$ cat src/hdl/mis_pkg.sv
package mis_pkg;
	// ****************************************
	// source numbering and widths
	// ****************************************
	localparam int NUM_SRC = 9;
	localparam int VEC_W = 4;
	localparam int NUM_TMR = 2;
	localparam int NUM_EXT = 2;
	localparam int EP_W = 4;
	// index order is also the service priority, lowest index first
	localparam logic [VEC_W-1:0] SRC_EXT0 = 4'h0;
	localparam logic [VEC_W-1:0] SRC_EXT1 = 4'h1;
	localparam logic [VEC_W-1:0] SRC_USB = 4'h2;
	localparam logic [VEC_W-1:0] SRC_SETUP = 4'h3;
	localparam logic [VEC_W-1:0] SRC_EP0_IN = 4'h4;
	localparam logic [VEC_W-1:0] SRC_EP0_OUT = 4'h5;
	localparam logic [VEC_W-1:0] SRC_GROUP = 4'h6;
	localparam logic [VEC_W-1:0] SRC_SERIAL = 4'h7;
	localparam logic [VEC_W-1:0] SRC_LVD = 4'h8;
	// ****************************************
	// edge select field codes
	// ****************************************
	localparam logic [1:0] EDGE_OFF = 2'h0;
	localparam logic [1:0] EDGE_RISE = 2'h1;
	localparam logic [1:0] EDGE_FALL = 2'h2;
	localparam logic [1:0] EDGE_BOTH = 2'h3;
	localparam logic [3:0] EDGE_SEL_RST = 4'h0;
	// edges after reset release before prev_q holds a synchronised level
	localparam logic [1:0] SETTLE_CNT = 2'h3;
	// ****************************************
	// token kinds and reset values
	// ****************************************
	localparam logic [1:0] TOKEN_SETUP = 2'h1;
	localparam logic [1:0] TOKEN_IN = 2'h2;
	localparam logic [1:0] TOKEN_OUT = 2'h3;
	localparam logic [EP_W-1:0] EP_ZERO = 4'h0;
	localparam logic FLAG_RST = 1'b0;
	localparam logic GIE_RST = 1'b0;
endpackage

$ cat src/hdl/mis_edge_det.sv
`timescale 1ns/100ps
module mis_edge_det (
	// clock and reset
	input wire logic clk_sys_in,
	input wire logic reset_n_in,
	// pin and mode
	input wire logic pin_in,
	input wire logic [1:0] edge_mode_in,
	// result
	output logic edge_evt_out
);
	import mis_pkg::*;
	logic sync1_q;
	logic sync2_q;
	logic prev_q;
	logic [1:0] settle_q;
	logic primed;
	logic rise;
	logic fall;

	// ****************************************
	// two-stage synchroniser
	// ****************************************
	always_ff @(posedge clk_sys_in or negedge reset_n_in) begin
		if (!reset_n_in) begin
			sync1_q <= 1'b0;
			sync2_q <= 1'b0;
		end else begin
			sync1_q <= pin_in;
			sync2_q <= sync1_q;
		end
	end

	// a pin idling high looks like a rise until both sync stages and prev_q hold its level
	always_ff @(posedge clk_sys_in or negedge reset_n_in) begin
		if (!reset_n_in) begin
			prev_q <= 1'b0;
			settle_q <= 2'h0;
		end else begin
			prev_q <= sync2_q;
			if (settle_q != SETTLE_CNT) begin
				settle_q <= settle_q + 2'h1;
			end
		end
	end

	assign primed = (settle_q == SETTLE_CNT);
	assign rise = primed & sync2_q & ~prev_q;
	assign fall = primed & ~sync2_q & prev_q;

	always_comb begin
		case (edge_mode_in)
			EDGE_RISE: edge_evt_out = rise;
			EDGE_FALL: edge_evt_out = fall;
			EDGE_BOTH: edge_evt_out = rise | fall;
			default: edge_evt_out = 1'b0;
		endcase
	end

	AST_EDGE_OFF_SILENT: assert property (@(posedge clk_sys_in) disable iff (!reset_n_in)
		(edge_mode_in == EDGE_OFF) |-> !edge_evt_out)
		else $error("edge event while edge select is off");
endmodule

$ cat src/hdl/mis_irq_ctrl.sv
`timescale 1ns/100ps
module mis_irq_ctrl (
	// clock and reset
	input wire logic clk_sys_in,
	input wire logic reset_n_in,
	// external pins
	input wire logic [mis_pkg::NUM_EXT-1:0] ext_pin_in,
	input wire logic [mis_pkg::NUM_EXT-1:0] ext_pin_is_input_in,
	input wire logic [mis_pkg::NUM_EXT-1:0] pull_high_sel_in,
	output logic [mis_pkg::NUM_EXT-1:0] pull_high_en_out,
	// edge select write
	input wire logic edge_sel_wr_in,
	input wire logic [3:0] edge_sel_data_in,
	output logic [3:0] ext_edge_select_reg_out,
	// global enable
	input wire logic global_irq_en_set_in,
	input wire logic global_irq_en_clr_in,
	output logic global_irq_en_out,
	// per-source enables
	input wire logic [mis_pkg::NUM_EXT-1:0] ext_pin_irq_en_in,
	input wire logic usb_engine_irq_en_in,
	input wire logic setup_token_irq_en_in,
	input wire logic ep0_in_irq_en_in,
	input wire logic ep0_out_irq_en_in,
	input wire logic group_irq_en_in,
	input wire logic serial_if_irq_en_in,
	input wire logic low_volt_irq_en_in,
	input wire logic [mis_pkg::NUM_TMR-1:0] timer_p_match_en_in,
	input wire logic [mis_pkg::NUM_TMR-1:0] timer_a_match_en_in,
	// request flags, software clear and status
	input wire logic [mis_pkg::NUM_SRC-1:0] req_flag_clr_in,
	output logic [mis_pkg::NUM_SRC-1:0] req_flag_out,
	input wire logic [mis_pkg::NUM_TMR-1:0] timer_p_match_clr_in,
	input wire logic [mis_pkg::NUM_TMR-1:0] timer_a_match_clr_in,
	output logic [mis_pkg::NUM_TMR-1:0] timer_p_match_flag_out,
	output logic [mis_pkg::NUM_TMR-1:0] timer_a_match_flag_out,
	// event sources
	input wire logic usb_ep_access_in,
	input wire logic [mis_pkg::EP_W-1:0] usb_ep_num_in,
	input wire logic [1:0] usb_token_kind_in,
	input wire logic serial_if_byte_done_in,
	input wire logic low_voltage_detector_in,
	input wire logic [mis_pkg::NUM_TMR-1:0] timer_p_match_in,
	input wire logic [mis_pkg::NUM_TMR-1:0] timer_a_match_in,
	// cpu core
	input wire logic stack_full_in,
	input wire logic irq_ack_in,
	input wire logic return_from_interrupt_in,
	output logic irq_req_out,
	output logic [mis_pkg::VEC_W-1:0] irq_vector_out
);
	import mis_pkg::*;

	// ****************************************
	// declarations
	// ****************************************
	logic [3:0] ext_edge_select_reg_q;
	logic global_irq_en_q;
	logic [NUM_SRC-1:0] req_flag_q;
	logic [NUM_TMR-1:0] timer_p_match_flag_q;
	logic [NUM_TMR-1:0] timer_a_match_flag_q;
	logic irq_req_q;
	logic [VEC_W-1:0] irq_vec_q;
	logic [NUM_EXT-1:0] ext_evt;
	logic lvd_evt;
	logic [NUM_SRC-1:0] set_evt;
	logic [NUM_SRC-1:0] src_en;
	logic [NUM_SRC-1:0] pending;
	logic group_member_set;
	logic group_member_live;
	logic service_hit;
	logic ep0_hit;

	// lowest index wins, so the source numbering is the priority
	function automatic logic [VEC_W-1:0] mis_pick(input logic [NUM_SRC-1:0] req);
		logic [VEC_W-1:0] idx;
		idx = '0;
		for (int k = NUM_SRC - 1; k >= 0; k--) begin
			if (req[k]) begin
				idx = VEC_W'(k);
			end
		end
		return idx;
	endfunction

	// ****************************************
	// edge select field
	// ****************************************
	always_ff @(posedge clk_sys_in or negedge reset_n_in) begin
		if (!reset_n_in) begin
			ext_edge_select_reg_q <= EDGE_SEL_RST;
		end else if (edge_sel_wr_in) begin
			ext_edge_select_reg_q <= edge_sel_data_in;
		end
	end

	// ****************************************
	// pin edge detection
	// ****************************************
	genvar g;
	generate
		for (g = 0; g < NUM_EXT; g++) begin : gen_ext
			mis_edge_det u_edge (
				.clk_sys_in(clk_sys_in),
				.reset_n_in(reset_n_in),
				.pin_in(ext_pin_in[g]),
				.edge_mode_in(ext_edge_select_reg_q[2*g+1 -: 2]),
				.edge_evt_out(ext_evt[g])
			);
		end
	endgenerate

	// the detector output is analog-side, so it is synchronised and a rise taken
	mis_edge_det u_lvd (
		.clk_sys_in(clk_sys_in),
		.reset_n_in(reset_n_in),
		.pin_in(low_voltage_detector_in),
		.edge_mode_in(EDGE_RISE),
		.edge_evt_out(lvd_evt)
	);

	// pull-high selection is never overridden by interrupt use
	assign pull_high_en_out = pull_high_sel_in;

	// ****************************************
	// set events per source
	// ****************************************
	assign ep0_hit = usb_ep_access_in & (usb_ep_num_in == EP_ZERO);
	assign group_member_set = |{timer_p_match_in, timer_a_match_in};

	always_comb begin
		set_evt = '0;
		// a pin left as output is not an interrupt input
		set_evt[SRC_EXT0] = ext_evt[0] & ext_pin_is_input_in[0];
		set_evt[SRC_EXT1] = ext_evt[1] & ext_pin_is_input_in[1];
		set_evt[SRC_USB] = usb_ep_access_in & (usb_ep_num_in != EP_ZERO);
		set_evt[SRC_SETUP] = ep0_hit & (usb_token_kind_in == TOKEN_SETUP);
		set_evt[SRC_EP0_IN] = ep0_hit & (usb_token_kind_in == TOKEN_IN);
		set_evt[SRC_EP0_OUT] = ep0_hit & (usb_token_kind_in == TOKEN_OUT);
		set_evt[SRC_GROUP] = group_member_set;
		set_evt[SRC_SERIAL] = serial_if_byte_done_in;
		set_evt[SRC_LVD] = lvd_evt;
	end

	// ****************************************
	// enables and pending requests
	// ****************************************
	assign group_member_live = |((timer_p_match_flag_q & timer_p_match_en_in) |
		(timer_a_match_flag_q & timer_a_match_en_in));

	always_comb begin
		src_en = '0;
		src_en[SRC_EXT0] = ext_pin_irq_en_in[0];
		src_en[SRC_EXT1] = ext_pin_irq_en_in[1];
		src_en[SRC_USB] = usb_engine_irq_en_in;
		src_en[SRC_SETUP] = setup_token_irq_en_in;
		src_en[SRC_EP0_IN] = ep0_in_irq_en_in;
		src_en[SRC_EP0_OUT] = ep0_out_irq_en_in;
		src_en[SRC_GROUP] = group_irq_en_in & group_member_live;
		src_en[SRC_SERIAL] = serial_if_irq_en_in;
		src_en[SRC_LVD] = low_volt_irq_en_in;
	end

	// a full stack holds every request off; flags still record
	assign pending = req_flag_q & src_en & {NUM_SRC{global_irq_en_q & ~stack_full_in}};
	assign service_hit = irq_ack_in & irq_req_q;

	// ****************************************
	// request flags
	// ****************************************
	generate
		for (g = 0; g < NUM_SRC; g++) begin : gen_flag
			// set wins over any clear in the same cycle
			always_ff @(posedge clk_sys_in or negedge reset_n_in) begin
				if (!reset_n_in) begin
					req_flag_q[g] <= FLAG_RST;
				end else if (set_evt[g]) begin
					req_flag_q[g] <= 1'b1;
				end else if (req_flag_clr_in[g] | (service_hit & (irq_vec_q == VEC_W'(g)))) begin
					req_flag_q[g] <= 1'b0;
				end
			end
		end
	endgenerate

	// ****************************************
	// timer member flags
	// ****************************************
	generate
		for (g = 0; g < NUM_TMR; g++) begin : gen_tmr
			// only software clears these; service of the group leaves them
			always_ff @(posedge clk_sys_in or negedge reset_n_in) begin
				if (!reset_n_in) begin
					timer_p_match_flag_q[g] <= FLAG_RST;
				end else if (timer_p_match_in[g]) begin
					timer_p_match_flag_q[g] <= 1'b1;
				end else if (timer_p_match_clr_in[g]) begin
					timer_p_match_flag_q[g] <= 1'b0;
				end
			end
			always_ff @(posedge clk_sys_in or negedge reset_n_in) begin
				if (!reset_n_in) begin
					timer_a_match_flag_q[g] <= FLAG_RST;
				end else if (timer_a_match_in[g]) begin
					timer_a_match_flag_q[g] <= 1'b1;
				end else if (timer_a_match_clr_in[g]) begin
					timer_a_match_flag_q[g] <= 1'b0;
				end
			end
		end
	endgenerate

	// ****************************************
	// global enable
	// ****************************************
	// a set in the service cycle wins, so software may re-arm at once
	always_ff @(posedge clk_sys_in or negedge reset_n_in) begin
		if (!reset_n_in) begin
			global_irq_en_q <= GIE_RST;
		end else if (return_from_interrupt_in | global_irq_en_set_in) begin
			global_irq_en_q <= 1'b1;
		end else if (service_hit | global_irq_en_clr_in) begin
			global_irq_en_q <= 1'b0;
		end
	end

	// ****************************************
	// vector request to the core
	// ****************************************
	// dropping the request on the acknowledge avoids a stale second call
	always_ff @(posedge clk_sys_in or negedge reset_n_in) begin
		if (!reset_n_in) begin
			irq_req_q <= 1'b0;
		end else if (service_hit) begin
			irq_req_q <= 1'b0;
		end else begin
			irq_req_q <= |pending;
		end
	end

	always_ff @(posedge clk_sys_in or negedge reset_n_in) begin
		if (!reset_n_in) begin
			irq_vec_q <= '0;
		end else if (!service_hit) begin
			irq_vec_q <= mis_pick(pending);
		end
	end

	// ****************************************
	// outputs
	// ****************************************
	assign ext_edge_select_reg_out = ext_edge_select_reg_q;
	assign global_irq_en_out = global_irq_en_q;
	assign req_flag_out = req_flag_q;
	assign timer_p_match_flag_out = timer_p_match_flag_q;
	assign timer_a_match_flag_out = timer_a_match_flag_q;
	assign irq_req_out = irq_req_q;
	assign irq_vector_out = irq_vec_q;

	// ****************************************
	// checks
	// ****************************************
	AST_PIN_EDGE_SETS_FLAG: assert property (@(posedge clk_sys_in) disable iff (!reset_n_in)
		ext_evt[0] && ext_pin_is_input_in[0] |=> req_flag_q[SRC_EXT0])
		else $error("pin edge did not set its flag");

	AST_CALL_NEEDS_ENABLES: assert property (@(posedge clk_sys_in) disable iff (!reset_n_in)
		$rose(irq_req_q) && irq_vec_q == SRC_EXT0 |->
		$past(global_irq_en_q && ext_pin_irq_en_in[0] && !stack_full_in && req_flag_q[SRC_EXT0]))
		else $error("pin call without enables");

	AST_PIN_SERVICE_CLEARS: assert property (@(posedge clk_sys_in) disable iff (!reset_n_in)
		service_hit && irq_vec_q == SRC_EXT1 && !set_evt[SRC_EXT1] && !global_irq_en_set_in &&
		!return_from_interrupt_in |=> !req_flag_q[SRC_EXT1] && !global_irq_en_q)
		else $error("pin service did not clear flag and global enable");

	AST_USB_OTHER_EP: assert property (@(posedge clk_sys_in) disable iff (!reset_n_in)
		usb_ep_access_in && usb_ep_num_in != EP_ZERO |=> req_flag_q[SRC_USB])
		else $error("usb engine flag not set");

	AST_SETUP_TOKEN: assert property (@(posedge clk_sys_in) disable iff (!reset_n_in)
		ep0_hit && usb_token_kind_in == TOKEN_SETUP |=> req_flag_q[SRC_SETUP] && !$past(set_evt[SRC_USB]))
		else $error("setup token flag not set");

	AST_USB_SERVICE: assert property (@(posedge clk_sys_in) disable iff (!reset_n_in)
		service_hit && irq_vec_q == SRC_EP0_OUT && !set_evt[SRC_EP0_OUT] |=> !req_flag_q[SRC_EP0_OUT] ##1
		!irq_req_q || irq_vec_q != SRC_EP0_OUT)
		else $error("usb service left flag set");

	AST_SERIAL_SERVICE: assert property (@(posedge clk_sys_in) disable iff (!reset_n_in)
		service_hit && irq_vec_q == SRC_SERIAL && !set_evt[SRC_SERIAL] |=> !req_flag_q[SRC_SERIAL])
		else $error("serial service left flag set");

	AST_GROUP_SET: assert property (@(posedge clk_sys_in) disable iff (!reset_n_in)
		|timer_a_match_in |=> req_flag_q[SRC_GROUP] && |timer_a_match_flag_q)
		else $error("group flag not set by member");

	AST_GROUP_KEEPS_MEMBERS: assert property (@(posedge clk_sys_in) disable iff (!reset_n_in)
		service_hit && irq_vec_q == SRC_GROUP && !(|timer_p_match_clr_in) && !(|timer_a_match_clr_in)
		|=> timer_p_match_flag_q == ($past(timer_p_match_flag_q) | $past(timer_p_match_in)))
		else $error("group service disturbed member flags");

	AST_TIMER_CALL: assert property (@(posedge clk_sys_in) disable iff (!reset_n_in)
		$rose(irq_req_q) && irq_vec_q == SRC_GROUP |-> $past(group_irq_en_in && group_member_live &&
		global_irq_en_q && !stack_full_in))
		else $error("group call without enables");

	AST_FLAG_HOLDS: assert property (@(posedge clk_sys_in) disable iff (!reset_n_in)
		req_flag_q[SRC_LVD] && !req_flag_clr_in[SRC_LVD] && !(service_hit && irq_vec_q == SRC_LVD)
		|=> req_flag_q[SRC_LVD])
		else $error("flag dropped without service or clear");

	AST_RETURN_SETS_GIE: assert property (@(posedge clk_sys_in) disable iff (!reset_n_in)
		return_from_interrupt_in |=> global_irq_en_q)
		else $error("return from interrupt did not set global enable");

	AST_PRIORITY: assert property (@(posedge clk_sys_in) disable iff (!reset_n_in)
		irq_req_q |-> (($past(pending) >> irq_vec_q) & NUM_SRC'(1'b1)) == NUM_SRC'(1'b1) &&
		($past(pending) & ((NUM_SRC'(1'b1) << irq_vec_q) - NUM_SRC'(1'b1))) == '0)
		else $error("vector is not the highest pending source");
endmodule

$ cat config.mk
export PLATFORM = sky130hd
export DESIGN_NAME = mis_irq_ctrl
export DESIGN_NICKNAME = d
export VERILOG_FILES = /design/src/hdl/mis_pkg.sv /design/src/hdl/mis_edge_det.sv /design/src/hdl/mis_irq_ctrl.sv
export SDC_FILE = /design/constraint.sdc
export NUM_CORES = 1
export LEC_CHECK = 0
export ABC_AREA = 1
export BUFFER_PORTS_ARGS = -buffer_cell sky130_fd_sc_hd__clkbuf_2
export CORE_UTILIZATION = 40
export DETAILED_ROUTE_END_ITERATION = 8
export HOLD_SLACK_MARGIN = 0.06
export PLACE_DENSITY = 0.7
export SLEW_MARGIN = 20
export SYNTH_ARGS = -nofsm -noshare
export SYNTH_HDL_FRONTEND = slang
export SYNTH_HIERARCHICAL = 1
export SYNTH_SLANG_ARGS = --single-unit
$ cat constraint.sdc
create_clock -name clk_sys_in -period 1.77 [get_ports clk_sys_in]
set_input_delay 0.531 -clock clk_sys_in [delete_from_list [all_inputs] [get_ports clk_sys_in]]
set_output_delay 0.531 -clock clk_sys_in [all_outputs]
set_load 0.05 [all_outputs]
# Word level (Yosys, flattened, before mapping)
# Index checks and enable logic that the tools add are counted.
[classes]
bitwise_logic = 53
reduce_logical = 20
add_sub_neg = 3
eq_ne = 23
mux = 40
[ops]
columns = ["operator", "count"]
rows = [
  ["two-way mux 4 bit", 9],
  ["bitwise AND 1 bit", 29],
  ["two-way mux 1 bit", 29],
  ["nonzero test 2 bit", 14],
  ["bitwise AND 9 bit", 2],
  ["== test 2 bit, second input constant", 9],
  ["== test 4 x 3 -> 1 bit, second input constant", 4],
  ["bitwise OR 1 bit", 13],
  ["OR reduction 9 bit", 1],
  ["== test 4 x 2 -> 1 bit, second input constant", 2],
  ["zero test 4 bit", 2],
  ["adder 2 x 1 -> 2 bit, second input constant", 3],
  ["== test 2 x 1 -> 1 bit, second input constant", 3],
  ["inequality test 2 bit, second input constant", 3],
  ["inverter 1 bit", 6],
  ["case mux 1 bit (3 select lines)", 2],
  ["bitwise AND 2 bit", 2],
  ["== test 4 x 1 -> 1 bit, second input constant", 1],
  ["== test 4 bit, second input constant", 1],
  ["nonzero test 4 bit", 1],
  ["OR reduction 4 bit", 1],
  ["bitwise OR 2 bit", 1],
  ["OR reduction 2 bit", 1],
]
[word_totals]
in_bits = 57
reg_bits = 38

# Logic depth before layout (Yosys ltp)
[logic_depth]
ltp_word = 15
depth_mapped = 12
ltp_nobuf = 12

# Cells and area by module
# Netlist, hierarchy kept.
[by_module_without_submodules]
columns = ["module", "seq_area_each_um2", "instances", "area_each_um2", "cells_per_inst"]
rows = [
  ["mis_irq_ctrl", 575.6, 1, 1232.4, 139],
  ["mis_edge_det", 125.1, 3, 186.4, 17],
]

# Worst setup path before layout
# Ideal clock, no wire load.
[synth_path]
path_type = "register to register"
from = "register irq_req_q (netlist: irq_req_out)"
to = "register req_flag_q[5] (netlist: req_flag_out[5])"
n_path_buf = 0
arrival_ns = 1.352
setup_time_ns = 0.122
required_time_ns = 1.648
path_slack_ns = 0.296
synth_period_minus_slack_ns = 1.474
path_stages_with_launch = 7
path_cell_list = "dfrtp_1 nand2_2 inv_4 nand3_2 nor2_1 nor2_1 a32o_1"
[synth_between]
elab_chain_cells = 4
[synth_lines]
columns = ["element", "line_no", "source"]
rows = [
  ["start: declaration", "mis_irq_ctrl.sv:62", "logic irq_req_q;"],
  ["start signal: assignment", "mis_irq_ctrl.sv:237", "irq_req_q <= |pending;"],
  ["bitwise AND 1 bit", "mis_irq_ctrl.sv:166", "assign service_hit = irq_ack_in & irq_req_q;"],
  ["bitwise AND 1 bit", "mis_irq_ctrl.sv:179", "end else if (req_flag_clr_in[g] | (service_hit & (irq_vec_q == VEC_W'(g)))) begin"],
  ["bitwise OR 1 bit", "mis_irq_ctrl.sv:179", ""],
  ["nonzero test 2 bit (no source line)", "n/a", ""],
  ["end signal: indexed assignment", "mis_irq_ctrl.sv:176", "req_flag_q[g] <= FLAG_RST;"],
  ["end signal: indexed assignment", "mis_irq_ctrl.sv:178", "req_flag_q[g] <= 1'b1;"],
  ["end signal: indexed assignment", "mis_irq_ctrl.sv:180", "req_flag_q[g] <= 1'b0;"],
  ["end: declaration", "mis_irq_ctrl.sv:59", "logic [NUM_SRC-1:0] req_flag_q;"],
]
# Every way passes these cells.
# A chain may end at the register's enable or synchronous reset.

# Final worst setup path
[layout_path]
from = "register req_flag_q[0] (netlist: req_flag_out[0])"
to = "output req_flag_out[0] (netlist name)"
[layout_lines]
columns = ["element", "line_no", "source"]
rows = [
  ["end: declaration", "mis_irq_ctrl.sv:32", "output logic [mis_pkg::NUM_SRC-1:0] req_flag_out,"],
]
# No word-level cell between the ends.

==> flow_results.xml <==
<?xml version="1.0" encoding="UTF-8"?>
<metrics>
  <group name="logic_synthesis">
    <metric name="yosys_warnings" unit="">6</metric>
    <metric name="synth.lib_cells_used.distinct" unit="">33</metric>
    <metric name="mapped_cell_area" unit="sq mm">0.00179</metric>
    <metric name="avgSynthCellArea" unit="sq um">9.43</metric>
    <metric name="netlist.top_cell.by_area" unit="">sky130_fd_sc_hd__dfrtp_1</metric>
    <metric name="synth_largest_type_area_fraction" unit="%">53.1</metric>
    <metric name="synth_top_family_by_area" unit="">simple AND/OR/NAND/NOR gates</metric>
    <metric name="postSynthRegisterBits" unit="">38</metric>
    <metric name="seq_area_frac_synth" unit="%">53.1</metric>
    <metric name="synth-simple-area-share" unit="%">21.7</metric>
    <metric name="synthTopCellsByArea" unit="">sky130_fd_sc_hd__dfrtp_1 53%, sky130_fd_sc_hd__nand2_1 9.0%, sky130_fd_sc_hd__inv_1 5.2%</metric>
    <metric name="synth_fa_ha_area_share" unit="%">2.09</metric>
    <metric name="synth_compound_gate_area_share" unit="%">11.4</metric>
    <metric name="fraction_of_synthesized_area_in_multiplexers" unit="%">2.51</metric>
    <metric name="synthCells" unit="">190</metric>
    <metric name="xor_xnor_cell_area_share_of_the_yosys_netlist" unit="%">1.47</metric>
    <metric name="total_nets_after_synthesis" unit="">250</metric>
  </group>
  <group name="outcome">
    <metric name="status" unit="">finished, final reports clean</metric>
  </group>
  <group name="clock_tree">
    <metric name="tritoncts" unit="">built</metric>
    <metric name="clock_tree.htree_level_count" unit="">2</metric>
    <metric name="tritoncts.num_buffers" unit="">5</metric>
    <metric name="cts_buffer_depth" unit="">2</metric>
    <metric name="cts_repair_resize_count" unit="">0</metric>
    <metric name="cts.reportedPaths.clkPinSlew" unit="ps">70</metric>
    <metric name="clkSinkCount" unit="">38</metric>
    <metric name="cts_setup_buffers" unit="">0</metric>
    <metric name="count_of_hold_buffers_inserted_by_post_cts_repair" unit="">0</metric>
    <metric name="cts.root.buffer_cell" unit="">sky130_fd_sc_hd__clkbuf_8</metric>
    <metric name="clock_latency" unit="ps">280</metric>
  </group>
  <group name="grt">
    <metric name="grt_antenna_before_repair" unit="">0</metric>
    <metric name="first_global_vias" unit="">1372</metric>
    <metric name="grtUsageTotal" unit="%">17.6</metric>
    <metric name="grt_pass1_wl" unit="um">5950</metric>
    <metric name="largest_net_degree_at_the_start_of_global_routing" unit="">22</metric>
    <metric name="global_route.overflow_total" unit="">0</metric>
  </group>
  <group name="floorplan">
    <metric name="core-area" unit="sq mm">0.00414</metric>
    <metric name="design.die.area" unit="sq mm">0.00475</metric>
    <metric name="design.portCount" unit="">82</metric>
    <metric name="initial_cell_density_of_the_core" unit="%">43.2</metric>
    <metric name="fp.dieH" unit="um">68.9</metric>
    <metric name="dieWidth" unit="um">68.9</metric>
    <metric name="fp-row-count" unit="">23</metric>
  </group>
  <group name="power_and_ir_drop">
    <metric name="vdd_drop_max" unit="mV">0.601</metric>
    <metric name="power_per_cell_area" unit="mW/mm^2">940</metric>
    <metric name="cellLeakagePower" unit="nW">1.28</metric>
  </group>
  <group name="setup_path">
    <metric name="critical_path.startpoint" unit="">req_flag_out[0]$_DFFE_PN0P_</metric>
    <metric name="cp_cell_sequence" unit="">clkbuf_2</metric>
    <metric name="timing.reg2reg.worst_path_depth" unit="">6</metric>
    <metric name="max_stage_delay" unit="ps">430</metric>
    <metric name="critical_path.endpoint_type" unit="">output pin</metric>
    <metric name="path_buf_inv" unit="">1</metric>
    <metric name="worst-path-max-fanout" unit="">4</metric>
    <metric name="critical_path_arrival" unit="ps">1030</metric>
    <metric name="worstSetupPathDepth" unit="">1</metric>
    <metric name="rr_endpoint" unit="">irq_req_out$_DFF_PN0_</metric>
    <metric name="crit_slowest_cell" unit="">sky130_fd_sc_hd__dfrtp_1</metric>
    <metric name="worst_r2r_startpoint" unit="">global_irq_en_out$_DFFE_PN0P_</metric>
    <metric name="timing.critical_path.to" unit="">req_flag_out[0]</metric>
    <metric name="worst-r2r-setup-slack" unit="ps">530</metric>
    <metric name="worstSetupPathType" unit="">register to output pin</metric>
    <metric name="worst_setup_path_start_kind" unit="">register</metric>
    <metric name="cp.required" unit="ps">1240</metric>
    <metric name="critical_path.top_delay_family" unit="">flip-flops</metric>
  </group>
  <group name="timing">
    <metric name="fin_crit_sh" unit="%">88.0</metric>
    <metric name="timing.final.hold_violations" unit="">0</metric>
    <metric name="clock.fmax" unit="MHz">642</metric>
    <metric name="finalMaxSlewViolations" unit="">0</metric>
    <metric name="setup_viol" unit="">0</metric>
    <metric name="setup-tns-final" unit="ps">0</metric>
    <metric name="tightest_slew" unit="ps">510</metric>
    <metric name="max_clock_skew" unit="ps">3.96</metric>
    <metric name="final_period_minus_worst_setup_slack" unit="ps">1560</metric>
    <metric name="hold_ws" unit="ps">204</metric>
    <metric name="rsz_0062_raised_after_global_routing" unit="">false</metric>
    <metric name="slew-limit-headroom" unit="%">66.0</metric>
  </group>
  <group name="detailed_routing">
    <metric name="post-route-drc-count" unit="">0</metric>
    <metric name="route.final.wire_length" unit="um">3770</metric>
    <metric name="via_per_inst" unit="">4.65</metric>
    <metric name="wl_per_cell" unit="um">11.7</metric>
    <metric name="antenna_left" unit="">0</metric>
    <metric name="detailedRoute.firstPassIterationCount" unit="">4</metric>
    <metric name="detailroute.via_count" unit="">1503</metric>
    <metric name="drt_iter0_drc" unit="">72</metric>
  </group>
  <group name="finish">
    <metric name="finish.utilization" unit="%">56.9</metric>
    <metric name="drive_above_1_share" unit="%">40.7</metric>
    <metric name="final_common_cell" unit="">sky130_fd_sc_hd__clkbuf_2</metric>
    <metric name="antenna_cells_inserted" unit="">0</metric>
    <metric name="num-nets-final" unit="">333</metric>
    <metric name="mostFrequentLayoutCells" unit="">77 x sky130_fd_sc_hd__clkbuf_2, 43 x sky130_fd_sc_hd__nand2_1, 38 x sky130_fd_sc_hd__dfrtp_1</metric>
    <metric name="area_growth_syn_to_layout" unit="%">31.6</metric>
  </group>
  <group name="place">
    <metric name="dp.final_hpwl" unit="um">3020</metric>
    <metric name="port_buffers" unit="">77</metric>
    <metric name="routabilityCongestion" unit="">0.871</metric>
  </group>
  <group name="run">
    <metric name="max_cap_violations" unit="">0</metric>
  </group>
  <group name="hold_path">
    <metric name="hold_path.class" unit="">input port to async pin</metric>
  </group>
</metrics>
-- flip-flops by register name, indices dropped and copies added (netlist names), 2 cells and up --
| register | cells |
|---|---|
| req_flag_out | 9 |
| ext_edge_select_reg_out | 4 |
| gen_ext.u_edge/settle_q | 4 |
| irq_vector_out | 4 |
| gen_ext.u_edge/prev_q | 2 |
| gen_ext.u_edge/sync1_q | 2 |
| gen_ext.u_edge/sync2_q | 2 |
| timer_a_match_flag_out | 2 |
| timer_p_match_flag_out | 2 |
| u_lvd/settle_q | 2 |
-- routing by layer --
layer / up-vias / global-route usage, % / routed length, um
met4: 0 / 4.85 / 0
met2: 67 / 26.3 / 1660
met3: 0 / 7.73 / 366
li1: 774 / - / -
met1: 662 / 23.0 / 1750
met5: - / 0 / 0
-- kinds of logic (layout without fill, tap and decap cells) --
logic type | count (synthesis) | in the layout
and+or+nand+nor | 81 | 81
DFF | 38 | 38
buffers and inverters | 31 | 114
AOI/OAI and AO/OA | 28 | 28
muxes | 4 | 4
adders and majority gates | 3 | 3
xor gates and xnor gates | 3 | 3
other | 2 | 2
-- synthesized netlist by cell type --
cell / count
sky130_fd_sc_hd__o21ai_0: 3
sky130_fd_sc_hd__o22ai_2: 1
sky130_fd_sc_hd__a32o_1: 2
sky130_fd_sc_hd__mux2_2: 4
sky130_fd_sc_hd__ha_1: 3
sky130_fd_sc_hd__inv_1: 25
sky130_fd_sc_hd__nand2_4: 1
sky130_fd_sc_hd__nor2_1: 18
sky130_fd_sc_hd__dfrtp_1: 38
sky130_fd_sc_hd__nor2_2: 1
sky130_fd_sc_hd__a21oi_1: 4
sky130_fd_sc_hd__nor3_1: 1
sky130_fd_sc_hd__inv_2: 2
sky130_fd_sc_hd__o22ai_1: 1
sky130_fd_sc_hd__nand2_2: 3
sky130_fd_sc_hd__inv_4: 1
sky130_fd_sc_hd__nor4_1: 1
sky130_fd_sc_hd__nand2_1: 43
sky130_fd_sc_hd__a21o_1: 2
sky130_fd_sc_hd__clkinv_4: 1
sky130_fd_sc_hd__a211o_2: 1
sky130_fd_sc_hd__o21bai_1: 4
sky130_fd_sc_hd__a31oi_1: 2
sky130_fd_sc_hd__nand3_2: 7
sky130_fd_sc_hd__o32ai_1: 2
sky130_fd_sc_hd__nand3_1: 4
sky130_fd_sc_hd__nor2_4: 2
sky130_fd_sc_hd__buf_4: 2
sky130_fd_sc_hd__xnor2_1: 3
sky130_fd_sc_hd__conb_1: 2
sky130_fd_sc_hd__o21ai_1: 1
sky130_fd_sc_hd__o31ai_1: 3
sky130_fd_sc_hd__o21ai_2: 2
-- report_power, final --
part	internal [W]	leakage [nW]	switching (W)	total [W]
clock	0.000451	0.0573	0.000294	0.000745
combinational	0.000152	0.790	0.000340	0.000492
sequential	0.000926	0.431	0.0000520	0.000978
-- stage by stage --
stage	cell area (sq um)	setup slack [ps]	total power, W	std cells
after CTS	2360	208	0.00225	323
after detailed placement	2240	328	0.00149	316
after global placement	2240	347	0.00148	316
after global routing	2360	164	0.00234	323
after floorplan	1790	296	0.00132	190
final	2360	212	0.00221	323
-- cell type report --
type,count,area (sq um)
fillers,398,1790
clock inverters,1,30.0
repair buffers,78,405
clock buffers,6,82.6
flip-flops and latches,38,951
inverters,29,116
well taps,50,62.6
multi-input cells,121,709
-- how the worst min path moves through the flow --
stage	start	to	slack (ps)	cells after the start
after floorplan	reset_n_in	ext_edge_select_reg_out[0]$_DFFE_PN0P_	240	0
after global placement	gen_ext[0].u_edge/sync1_q$_DFF_PN0_	gen_ext[0].u_edge/sync2_q$_DFF_PN0_	330	0
after detailed placement	gen_ext[0].u_edge/sync1_q$_DFF_PN0_	gen_ext[0].u_edge/sync2_q$_DFF_PN0_	340	0
after CTS	reset_n_in	ext_edge_select_reg_out[2]$_DFFE_PN0P_	220	1
after global routing	reset_n_in	ext_edge_select_reg_out[2]$_DFFE_PN0P_	220	1
final	reset_n_in	ext_edge_select_reg_out[2]$_DFFE_PN0P_	200	1
No activity file was read; power rests on OpenSTA's default activity.
